--- src/design/smrc_consts.svh ---
// register offsets, field positions, reset values and timing counts of the
// halt-release controller; definitions only, included by the top design file and the test bench
`ifndef SMRC_CONSTS_SVH
`define SMRC_CONSTS_SVH

// register word offsets on the plain register port
`define SMRC_ADDR_SYSCTL 3'h0
`define SMRC_ADDR_WUCTL 3'h1
`define SMRC_ADDR_WUCOUNT 3'h2
`define SMRC_ADDR_KEYCFG 3'h3
`define SMRC_ADDR_STATUS 3'h4

// system_control_one fields
`define SMRC_BIT_HALT 7
`define SMRC_BIT_RELMODE 6
// warmup_counter_control fields
`define SMRC_BIT_WARMUP_CLOCK_SELECT 0
// key-on wakeup configuration fields
`define SMRC_BIT_KEYEN 0
`define SMRC_BIT_KEYLVL 1

// reset values
`define SMRC_SYSCTL_RST 8'h00
`define SMRC_WUCTL_RST 8'h00
`define SMRC_WUCOUNT_RST 8'hff
`define SMRC_KEYCFG_RST 8'h00

// core clocks in one machine cycle, the blind window after halt entry
`define SMRC_MC_CLKS 4

`endif

--- src/design/smrc_pkg.sv ---
// types shared by the halt-release controller files
// assumes smrc_consts.svh carries the numeric constants
package smrc_pkg;

   typedef enum logic [1:0] {
      SMRC_RUN,
      SMRC_HALT,
      SMRC_WARM
   } smrc_state_t;

   typedef enum logic {
      SMRC_REL_EDGE,
      SMRC_REL_LEVEL
   } smrc_relmode_t;

endpackage

--- src/design/smrc_sync_edge.sv ---
// two-flop synchroniser with edge detection for one asynchronous pin
// assumes core_clk is the always-on clock that keeps running in halt
`timescale 1ns/100ps

module smrc_sync_edge
(
   input wire logic core_clk,
   input wire logic rst_n,
   input wire logic pinIn,
   output logic level,
   output logic rise,
   output logic fall
);

   typedef struct packed {
      logic meta;
      logic sync;
      logic prev;
   } smrc_sync_t;

   smrc_sync_t core_reg;
   smrc_sync_t core_next;

   always_comb
   begin
      core_next = core_reg;
      core_next.meta = pinIn;
      core_next.sync = core_reg.meta;
      core_next.prev = core_reg.sync;
   end

   always_ff @(posedge core_clk)
   begin
      if (!rst_n)
         core_reg <= '0;
      else
         core_reg <= core_next;
   end

   assign level = core_reg.sync;
   assign rise = core_reg.sync & ~core_reg.prev;
   assign fall = ~core_reg.sync & core_reg.prev;

endmodule // smrc_sync_edge

--- src/design/smrc_warmup.sv ---
// warm-up counter: counts source clock ticks up to a programmed limit
// assumes tick is a one-cycle pulse per source period, same clock domain
`timescale 1ns/100ps

module smrc_warmup
#(
   parameter int WIDTH = 8
)
(
   input wire logic core_clk,
   input wire logic rst_n,
   input wire logic start,
   input wire logic tick,
   input wire logic [WIDTH-1:0] limit,
   output logic busy,
   output logic done
);

   typedef struct packed {
      logic busy;
      logic done;
      logic [WIDTH-1:0] cnt;
   } smrc_wu_t;

   smrc_wu_t core_reg;
   smrc_wu_t core_next;

   always_comb
   begin
      core_next = core_reg;
      core_next.done = 1'b0;
      if (start)
      begin
         core_next.busy = 1'b1;
         core_next.cnt = '0;
      end
      else if (core_reg.busy && tick)
      begin
         if (core_reg.cnt >= limit)
         begin
            core_next.busy = 1'b0;
            core_next.done = 1'b1;
         end
         else
            core_next.cnt = core_reg.cnt + 1'b1;
      end
   end

   always_ff @(posedge core_clk)
   begin
      if (!rst_n)
         core_reg <= '0;
      else
         core_reg <= core_next;
   end

   assign busy = core_reg.busy;
   assign done = core_reg.done;

endmodule // smrc_warmup

--- src/design/smrc_top.sv ---
// halt (stop mode) release controller: entry, wake sources, blind window,
// warm-up and resume
// assumes core_clk is an always-on clock that runs while the system clock
// is stopped; oscillator ticks and the main-clock select come from the
// clock generator on core_clk; wake pins are asynchronous
//
// The plain strobed port and the register offsets were chosen for this implementation.
`timescale 1ns/100ps
`include "smrc_consts.svh"

module smrc_top
#(
   parameter int MC_CLKS = `SMRC_MC_CLKS,
   parameter int WU_WIDTH = 8
)
(
   input wire logic core_clk,
   input wire logic rst_n,
   input wire logic [2:0] regAddr,
   input wire logic [7:0] regWdata,
   input wire logic regWr,
   input wire logic regRd,
   output logic [7:0] regRdata,
   input wire logic releasePin,
   input wire logic keyPin,
   input wire logic voltDetect,
   input wire logic resetWake,
   input wire logic mainOscLow,
   input wire logic highOscTick,
   input wire logic lowOscTick,
   output logic cpuRun,
   output logic oscStop,
   output logic tgClear,
   output logic warmupSrcLow,
   output logic highSpeedRunMode,
   output logic haltActive,
   output logic portOneBitOne,
   output logic externalInterruptFive
);

   localparam logic [3:0] MC_LOAD = 4'(MC_CLKS);

   typedef struct packed {
      smrc_pkg::smrc_state_t state;
      logic stopBit;
      smrc_pkg::smrc_relmode_t relMode;
      logic warmup_clock_select;
      logic [WU_WIDTH-1:0] wuCount;
      logic keyEnable;
      logic keyLevelHigh;
      logic wuSrcLow;
      logic resumeHigh;
      logic [3:0] blindCnt;
      logic wuStart;
      logic cpuRun;
      logic oscStop;
      logic tgClear;
      logic portBit;
      logic intFive;
      logic [7:0] rdata;
   } smrc_core_t;

   smrc_core_t core_reg;
   smrc_core_t core_next;

   logic pinLevel;
   logic pinRise;
   logic pinFall;
   logic keyLevel;
   logic vdLevel;
   logic wuTick;
   logic wuBusy;
   logic wuDone;
   logic pinWake;
   logic keyWake;
   logic vdWake;
   logic haltReq;
   smrc_pkg::smrc_relmode_t wrMode;

   smrc_sync_edge u_pin_sync
   (
      .core_clk(core_clk),
      .rst_n(rst_n),
      .pinIn(releasePin),
      .level(pinLevel),
      .rise(pinRise),
      .fall(pinFall)
   );

   smrc_sync_edge u_key_sync
   (
      .core_clk(core_clk),
      .rst_n(rst_n),
      .pinIn(keyPin),
      .level(keyLevel),
      .rise(),
      .fall()
   );

   smrc_sync_edge u_vd_sync
   (
      .core_clk(core_clk),
      .rst_n(rst_n),
      .pinIn(voltDetect),
      .level(vdLevel),
      .rise(),
      .fall()
   );

   // tick from oscillator latched at entry, high-speed one after a reset wake
   assign wuTick = core_reg.wuSrcLow ? lowOscTick : highOscTick;

   smrc_warmup #(
      .WIDTH(WU_WIDTH)
   ) u_warmup
   (
      .core_clk(core_clk),
      .rst_n(rst_n),
      .start(core_reg.wuStart),
      .tick(wuTick),
      .limit(core_reg.wuCount),
      .busy(wuBusy),
      .done(wuDone)
   );

   always_comb
   begin
      haltReq = regWr && (regAddr == `SMRC_ADDR_SYSCTL) && regWdata[`SMRC_BIT_HALT];
      wrMode = regWdata[`SMRC_BIT_RELMODE] ? smrc_pkg::SMRC_REL_LEVEL : smrc_pkg::SMRC_REL_EDGE;
      if (core_reg.relMode == smrc_pkg::SMRC_REL_LEVEL)
         pinWake = pinLevel;
      // edge release on rising edge only
      else
         pinWake = pinRise && (core_reg.blindCnt == 4'h0);
      keyWake = core_reg.keyEnable && (keyLevel == core_reg.keyLevelHigh);
      vdWake = vdLevel && (core_reg.blindCnt == 4'h0);
   end

   always_comb
   begin
      core_next = core_reg;
      core_next.wuStart = 1'b0;
      core_next.tgClear = 1'b0;
      core_next.intFive = 1'b0;
      core_next.rdata = 8'h00;
      // pin as port input and interrupt source
      core_next.portBit = pinLevel;
      core_next.intFive = pinFall;

      // register writes other than the halt request
      if (regWr)
      begin
         case (regAddr)
            `SMRC_ADDR_SYSCTL:
            begin
               core_next.relMode = wrMode;
            end
            `SMRC_ADDR_WUCTL:
               core_next.warmup_clock_select = regWdata[`SMRC_BIT_WARMUP_CLOCK_SELECT];
            `SMRC_ADDR_WUCOUNT:
               core_next.wuCount = regWdata[WU_WIDTH-1:0];
            `SMRC_ADDR_KEYCFG:
            begin
               core_next.keyEnable = regWdata[`SMRC_BIT_KEYEN];
               core_next.keyLevelHigh = regWdata[`SMRC_BIT_KEYLVL];
            end
            default:
            begin
               core_next.rdata = 8'h00;
            end
         endcase
      end

      // one-cycle-late read data, zero elsewhere
      if (regRd)
      begin
         case (regAddr)
            `SMRC_ADDR_SYSCTL:
               core_next.rdata = {core_reg.stopBit, core_reg.relMode == smrc_pkg::SMRC_REL_LEVEL, 6'h00};
            `SMRC_ADDR_WUCTL:
               core_next.rdata = {7'h00, core_reg.warmup_clock_select};
            `SMRC_ADDR_WUCOUNT:
               core_next.rdata = 8'(core_reg.wuCount);
            `SMRC_ADDR_KEYCFG:
               core_next.rdata = {6'h00, core_reg.keyLevelHigh, core_reg.keyEnable};
            `SMRC_ADDR_STATUS:
               core_next.rdata = {core_reg.state, wuBusy, core_reg.resumeHigh, core_reg.wuSrcLow,
                                  keyLevel, vdLevel, pinLevel};
            default:
               core_next.rdata = 8'h00;
         endcase
      end

      if (core_reg.blindCnt != 4'h0)
         core_next.blindCnt = core_reg.blindCnt - 4'h1;

      case (core_reg.state)
         smrc_pkg::SMRC_RUN:
         begin
            // halt bit write starts halt in chosen mode
            if (haltReq)
            begin
               // level mode refuses halt while pin high
               if (wrMode == smrc_pkg::SMRC_REL_LEVEL && pinLevel)
                  core_next.stopBit = 1'b0;
               // edge mode enters regardless of pin
               else
               begin
                  core_next.state = smrc_pkg::SMRC_HALT;
                  core_next.stopBit = 1'b1;
                  core_next.oscStop = 1'b1;
                  core_next.tgClear = 1'b1;
                  core_next.cpuRun = 1'b0;
                  // remember which oscillator fed the core
                  core_next.wuSrcLow = mainOscLow;
                  core_next.resumeHigh = 1'b0;
                  // open one machine cycle blind window
                  core_next.blindCnt = MC_LOAD;
               end
            end
         end
         smrc_pkg::SMRC_HALT:
         begin
            if (resetWake)
            begin
               core_next.state = smrc_pkg::SMRC_WARM;
               core_next.oscStop = 1'b0;
               core_next.wuStart = 1'b1;
               core_next.resumeHigh = 1'b1;
               core_next.wuSrcLow = 1'b0;
               core_next.relMode = smrc_pkg::SMRC_REL_EDGE;
            end
            else if (pinWake || keyWake || vdWake)
            begin
               core_next.state = smrc_pkg::SMRC_WARM;
               core_next.oscStop = 1'b0;
               core_next.wuStart = 1'b1;
            end
         end
         smrc_pkg::SMRC_WARM:
         begin
            // no way back to halt during warm-up
            // core held stopped until count ends
            core_next.cpuRun = 1'b0;
            if (wuDone)
            begin
               core_next.state = smrc_pkg::SMRC_RUN;
               core_next.stopBit = 1'b0;
               core_next.cpuRun = 1'b1;
               core_next.tgClear = 1'b1;
            end
         end
         default:
            core_next.state = smrc_pkg::SMRC_RUN;
      endcase
   end

   always_ff @(posedge core_clk)
   begin
      if (!rst_n)
      begin
         core_reg <= '0;
         core_reg.state <= smrc_pkg::SMRC_RUN;
         core_reg.relMode <= smrc_pkg::SMRC_REL_EDGE;
         core_reg.wuCount <= WU_WIDTH'(`SMRC_WUCOUNT_RST);
         core_reg.cpuRun <= 1'b1;
         core_reg.resumeHigh <= 1'b1;
      end
      else
         core_reg <= core_next;
   end

   assign regRdata = core_reg.rdata;
   assign cpuRun = core_reg.cpuRun;
   assign oscStop = core_reg.oscStop;
   assign tgClear = core_reg.tgClear;
   assign warmupSrcLow = core_reg.wuSrcLow;
   assign highSpeedRunMode = core_reg.resumeHigh;
   assign haltActive = core_reg.stopBit;
   assign portOneBitOne = core_reg.portBit;
   assign externalInterruptFive = core_reg.intFive;

endmodule // smrc_top

--- config.mk ---
export PLATFORM = sky130hd
export DESIGN_NAME = smrc_top
export DESIGN_NICKNAME = d
export VERILOG_FILES = /design/src/design/smrc_pkg.sv /design/src/design/smrc_sync_edge.sv /design/src/design/smrc_warmup.sv /design/src/design/smrc_top.sv
export VERILOG_INCLUDE_DIRS = /design/src /design/src/design
export SDC_FILE = /design/constraint.sdc
export NUM_CORES = 1
export LEC_CHECK = 0
export BUFFER_PORTS_ARGS = -buffer_cell sky130_fd_sc_hd__buf_2
export CAP_MARGIN = 0
export CORE_ASPECT_RATIO = 1.25
export CORE_MARGIN = 10
export CORE_UTILIZATION = 51
export CTS_CLUSTER_SIZE = 30
export DETAILED_ROUTE_END_ITERATION = 6
export GPL_TIMING_DRIVEN = 0
export PLACE_DENSITY = 0.72
export SYNTH_ARGS = -nofsm -noshare
export SYNTH_HDL_FRONTEND = slang
export SYNTH_HIERARCHICAL = 1
export SYNTH_SLANG_ARGS = --single-unit
export TNS_END_PERCENT = 50
--- constraint.sdc ---
create_clock -name core_clk -period 2 [get_ports core_clk]
set_clock_uncertainty 0.05 [all_clocks]
set_input_delay 0.1 -clock core_clk [delete_from_list [all_inputs] [get_ports core_clk]]
set_output_delay 0.1 -clock core_clk [all_outputs]
set_load 0.01 [all_outputs]
# Word-level counts from Yosys, hierarchy flattened
# Cells that the tools add are included.
# word_totals
reg_bits	51
input_bits	22
word_cells	118
# op_classes
add_sub_neg	2
magnitude_cmp	1
eq_ne	12
n_mux	39
bitwise_logic	7
n_reduce_logical	31
# op_table
operator	count
8-bit one-hot mux with 5 select lines	1
8-bit 2-to-1 mux	2
1-bit 2-to-1 mux	14
2-bit AND reduction	7
12-bit 2-to-1 mux	1
2-bit 2-to-1 mux	6
3-bit 2-to-1 mux	4
6-bit 2-to-1 mux	2
4-bit AND reduction	3
10-bit 2-to-1 mux	1
8-bit by 1-bit adder with 8-bit output (second input constant)	1
8-bit >= comparator	1
4-bit 2-to-1 mux	2
1-bit one-hot mux with 2 select lines	4
2-bit nonzero test	4
1-bit logical AND	7
3-bit by 2-bit == test with 1-bit output (second input constant)	2
2-bit != test (second input constant)	3
2-bit one-hot mux with 3 select lines	1
3-bit AND reduction	2
1-bit inverter	5
4-bit logical NOT	1
2-bit one-hot mux with 2 select lines	1
4-bit nonzero test	1
other kinds (14)	16

# Depth between registers and ports, before layout
# logic_depth
depth_word	9
depth_mapped	8
depth_no_buf	7

# Hierarchy
# The synthesis kept the hierarchy.
# by_module_without_submodules
module	n_inst	cells_each	area_each_um2	seq_area_each_um2
smrc_top	1	172	1532.7	700.7
smrc_warmup	1	81	690.7	200.2
smrc_sync_edge	3	8	91.3	60.1

# Least setup slack after synthesis
# Ideal clock, no wire load.
# synth_path
path_type	register to register
start	register core_reg[24] (netlist bit)
end	register u_warmup/core_reg[2] (netlist bit)
setup_time_ns	0.070
arrival_ns	1.922
required_ns	1.880
slack_ns	-0.043
path_stages_with_launch	9
path_cell_list	dfxtp_1 > inv_1 > ha_1 > a211o_1 > a31oi_2 > o311ai_2 > buf_6 > or4_1 > a21oi_1
# synth_between
elab_chain_cells	3
# synth_lines
element	line	text
start, declared	smrc_top.sv:63	smrc_core_t core_reg;
start signal, assigned	smrc_top.sv:270	core_reg <= core_next;
8-bit >= comparator	smrc_warmup.sv:39	if (core_reg.cnt >= limit)
1-bit inverter (no source line)	-	
2-bit AND reduction (no source line)	-	
end signal, assigned	smrc_warmup.sv:54	core_reg <= core_next;
end, declared	smrc_warmup.sv:25	smrc_wu_t core_reg;
# No other way between the ends.
# A chain may end at the register's enable or synchronous reset.

# Final worst setup path
# layout_path
start	register u_warmup/core_reg[2] (netlist bit)
end	register u_warmup/core_reg[2] (netlist bit)
# layout_between
elab_chain_cells	3
word_cells_on_any_way	4
# layout_lines
element	line
8-bit >= comparator	smrc_warmup.sv:39
1-bit inverter (no source line)	-
2-bit AND reduction (no source line)	-
# Parallel ways exist; a longest one is shown, timed or not.

==> summary by stage <==
Outcome
The run finished, with violations left. The final reports fail on negative setup slack.

Timing
The setup-violating endpoint count in the final report is 5. The final hold violation count is 0. After layout, the worst setup slack is -52.7 ps.

Setup repair after global routing could not meet its margin everywhere. The minimum clock period is 2050 ps. The slew of the pin with the lowest slew margin is 422 ps. The final count of pins violating max slew is 0. The headroom to the max-slew limit is 71.9%. The portion of the clock cycle consumed by the worst path in the final layout is 103%. The maximum achievable frequency is 487 MHz.

Floorplan
The area of the core is 4490 um^2. The floorplan step defined a die boundary enclosing 7920 um^2. The number of placement rows is 27. The initial standard-cell utilization of the core is 53.9%. Measured along the y axis, the die boundary spans 97.0 um. The die boundary width is 81.6 um. For this design the top-level I/O count stands at 38.

Clock network
The clock latency on the worst-skew pair is 300 ps. The clock transition at the register clock pins on the worst setup and hold paths after CTS is 100 ps. The clock passes through at most 2 buffers. The clock tree from TritonCTS is built.

Counting every sink on the clock net gives 52. The number of buffers created by CTS is 5. The H-tree was split into 2 levels.

The cell sitting at the root of the clock tree is a sky130_fd_sc_hd__clkbuf_8.

Global route
The number of antenna violations at the first check in global routing was 0. Summed over all layers, the global routing overflow is 0. Entering global routing, the biggest net connects 18 pins. Across every metal layer, demand over resource in global routing totals 15.5%. The number of global-route vias before repair came to 2,078.

The first global-routing pass estimated 9.85 mm of wire.

Worst setup path
The element type at the critical path end is a flip-flop. The worst path required time is 2180 ps. At the worst endpoint, the arrival time is 2240 ps. The maximum fanout count along the critical path is 5.

By startpoint and endpoint, the worst setup path is classified as flip-flop to flip-flop. STA classifies the critical path startpoint as a flip-flop.

Synthesis
The cell area that synthesis handed to floorplanning was 2420 um^2. The count of mapped cells out of synthesis is 269. The synthesized netlist net count is 301. The mean post-synth cell area is 9.00 um^2.

The number of warnings issued by yosys is 6.

Drt
The detail route stage leaves a number of antenna-violating nets equal to 0. The number of vias in the routed layout is 2,068. The final layout contains routed wiring with a total length of 5.91 mm. The number of search-and-repair iterations in the first detailed-routing pass is 4. For this run, design rule violations remaining after detail routing come to 0. In the final routed layout, each cell accounts on average for 15.0 um.

The number of DRC markers in iteration 0 is 102. The routed via count divided by cell count is 5.26.

Place
The cell area reported after detailed placement is 2680 um^2. The weighted congestion reported at the end of routability-driven placement is 0.845. The worst slack at placement is -140 ps. The count of buffers added on input and output ports is 35. Once detailed placement completed, the half-perimeter wirelength came to 4.25 mm.

Job
The max-capacitance violation count is 0.

Final layout
Counting the fill cells in the layout gives 365. The area of all placed cells without fillers is 3120 um^2. The number of diodes is 0. The multi-input combinational cells in the finished layout cover a total of 1310 um^2. The area growth from synthesis to layout is 28.8%. The final layout contains 366 nets. The storage element area is 1060 um^2.

The fraction of layout instances using a drive strength above 1 is 32.2%. The register with the most flip-flops in the layout has 19 of them.

Power and ir drop
The power per standard cell area is 702 nW/um^2. The leakage power of the design is 1.41 nW. Across the VDD grid, the largest voltage drop is 642 uV.

Min path
The worst hold-check path type is input port to flip-flop.
-- area by class of cell --
cell class	instances	area share, %
clock buffers	5	2.21
multi-input cells	185	42.1
clock inverters	3	1.53
inverters	15	1.81
flip-flops and latches	52	34.1
repair buffers	58	12.0
plain buffers	17	3.93
well taps	58	2.33
-- final timing paths --
kind | from | to | slack [ps] | depth (start not counted)
worst max register to register | u_warmup/core_reg[2]$_SDFFE_PP0P_ | u_warmup/core_reg[2]$_SDFFE_PP0P_ | -50 | 7
worst min register to register | u_key_sync/core_next[1]$_SDFF_PN0_ | u_key_sync/level$_SDFF_PN0_ | 400 | 1
worst min-delay path | regWdata[7] | core_reg[29]$_SDFFE_PN1P_ | 30 | 3
worst max-delay path | u_warmup/core_reg[2]$_SDFFE_PP0P_ | u_warmup/core_reg[2]$_SDFFE_PP0P_ | -50 | 7
-- power breakdown --
group / internal (W) / switching, W
combinational: 0.000168 / 0.000169
clock: 0.000377 / 0.000357
sequential: 0.00108 / 0.0000364
-- cells in the final DEF, fill, tap and decap left out, types with 2 or more instances in the layout --
cell type                        n
sky130_fd_sc_hd__dlygate4sd3_1  11
sky130_fd_sc_hd__xnor2_1         2
sky130_fd_sc_hd__nand4_1         2
sky130_fd_sc_hd__a21oi_1        13
sky130_fd_sc_hd__mux2i_1         8
sky130_fd_sc_hd__dfxtp_2         8
sky130_fd_sc_hd__clkinv_4        2
sky130_fd_sc_hd__and2_1         10
sky130_fd_sc_hd__inv_1          13
sky130_fd_sc_hd__a21oi_2         3
sky130_fd_sc_hd__nand2_1        33
sky130_fd_sc_hd__buf_6           3
sky130_fd_sc_hd__nor2b_1         7
sky130_fd_sc_hd__nor3_1          4
sky130_fd_sc_hd__a22oi_1         5
sky130_fd_sc_hd__nand3_1        18
sky130_fd_sc_hd__a31oi_1         4
sky130_fd_sc_hd__o21ai_0         4
sky130_fd_sc_hd__o21ai_1         2
sky130_fd_sc_hd__dfxtp_4         3
sky130_fd_sc_hd__dfxtp_1        41
sky130_fd_sc_hd__clkbuf_8        5
sky130_fd_sc_hd__or4_1           4
sky130_fd_sc_hd__o31ai_2         4
sky130_fd_sc_hd__nor2_1         20
sky130_fd_sc_hd__mux2_2          3
sky130_fd_sc_hd__buf_2          39
sky130_fd_sc_hd__ha_1            6
sky130_fd_sc_hd__nand3b_1        3
sky130_fd_sc_hd__buf_4          20
sky130_fd_sc_hd__ha_4            4
sky130_fd_sc_hd__a211o_1         3
-- layer usage --
layer | wire length (um) | global-route usage (%)
met5 | 0 | 0
met4 | 68 | 6.01
met3 | 218 | 3.42
met2 | 3200 | 26.8
met1 | 2430 | 17.7
-- metrics by stage --
step / util (%) / power [W] / std cells / hold WS (ps) / TNS [ps]
floorplan: - / 0.00137 / 269 / 172 / 0
CTS: 67.2 / 0.00220 / 389 / 18.7 / -27.8
finish: 69.4 / 0.00219 / 393 / 27.2 / -82.7
detailed placement: 59.7 / 0.00145 / 362 / 253 / -411
global placement: 59.7 / 0.00145 / 362 / 249 / -270
global route: 69.4 / 0.00230 / 393 / 50.7 / -503
-- repair_timing --
| action | CTS | global route |
|---|---|---|
| hold endpoints to repair | 11 | 0 |
| pin swaps | 4 | 7 |
| endpoints found under the setup margin | 6 | 9 |
| gates resized for setup | 12 | 17 |
| setup buffers | 8 | 4 |
| hold buffers | 11 | 0 |
-- critical path: stages, from the launching register on --
cell and delay [ps]:
sky130_fd_sc_hd__dfxtp_4 370, sky130_fd_sc_hd__ha_4 240, sky130_fd_sc_hd__a211o_1 280, sky130_fd_sc_hd__a31oi_4 190
sky130_fd_sc_hd__o311ai_4 160, sky130_fd_sc_hd__buf_6 160, sky130_fd_sc_hd__or4_4 410, sky130_fd_sc_hd__a21oi_2 130
Power figures use the tool's default switching activity.
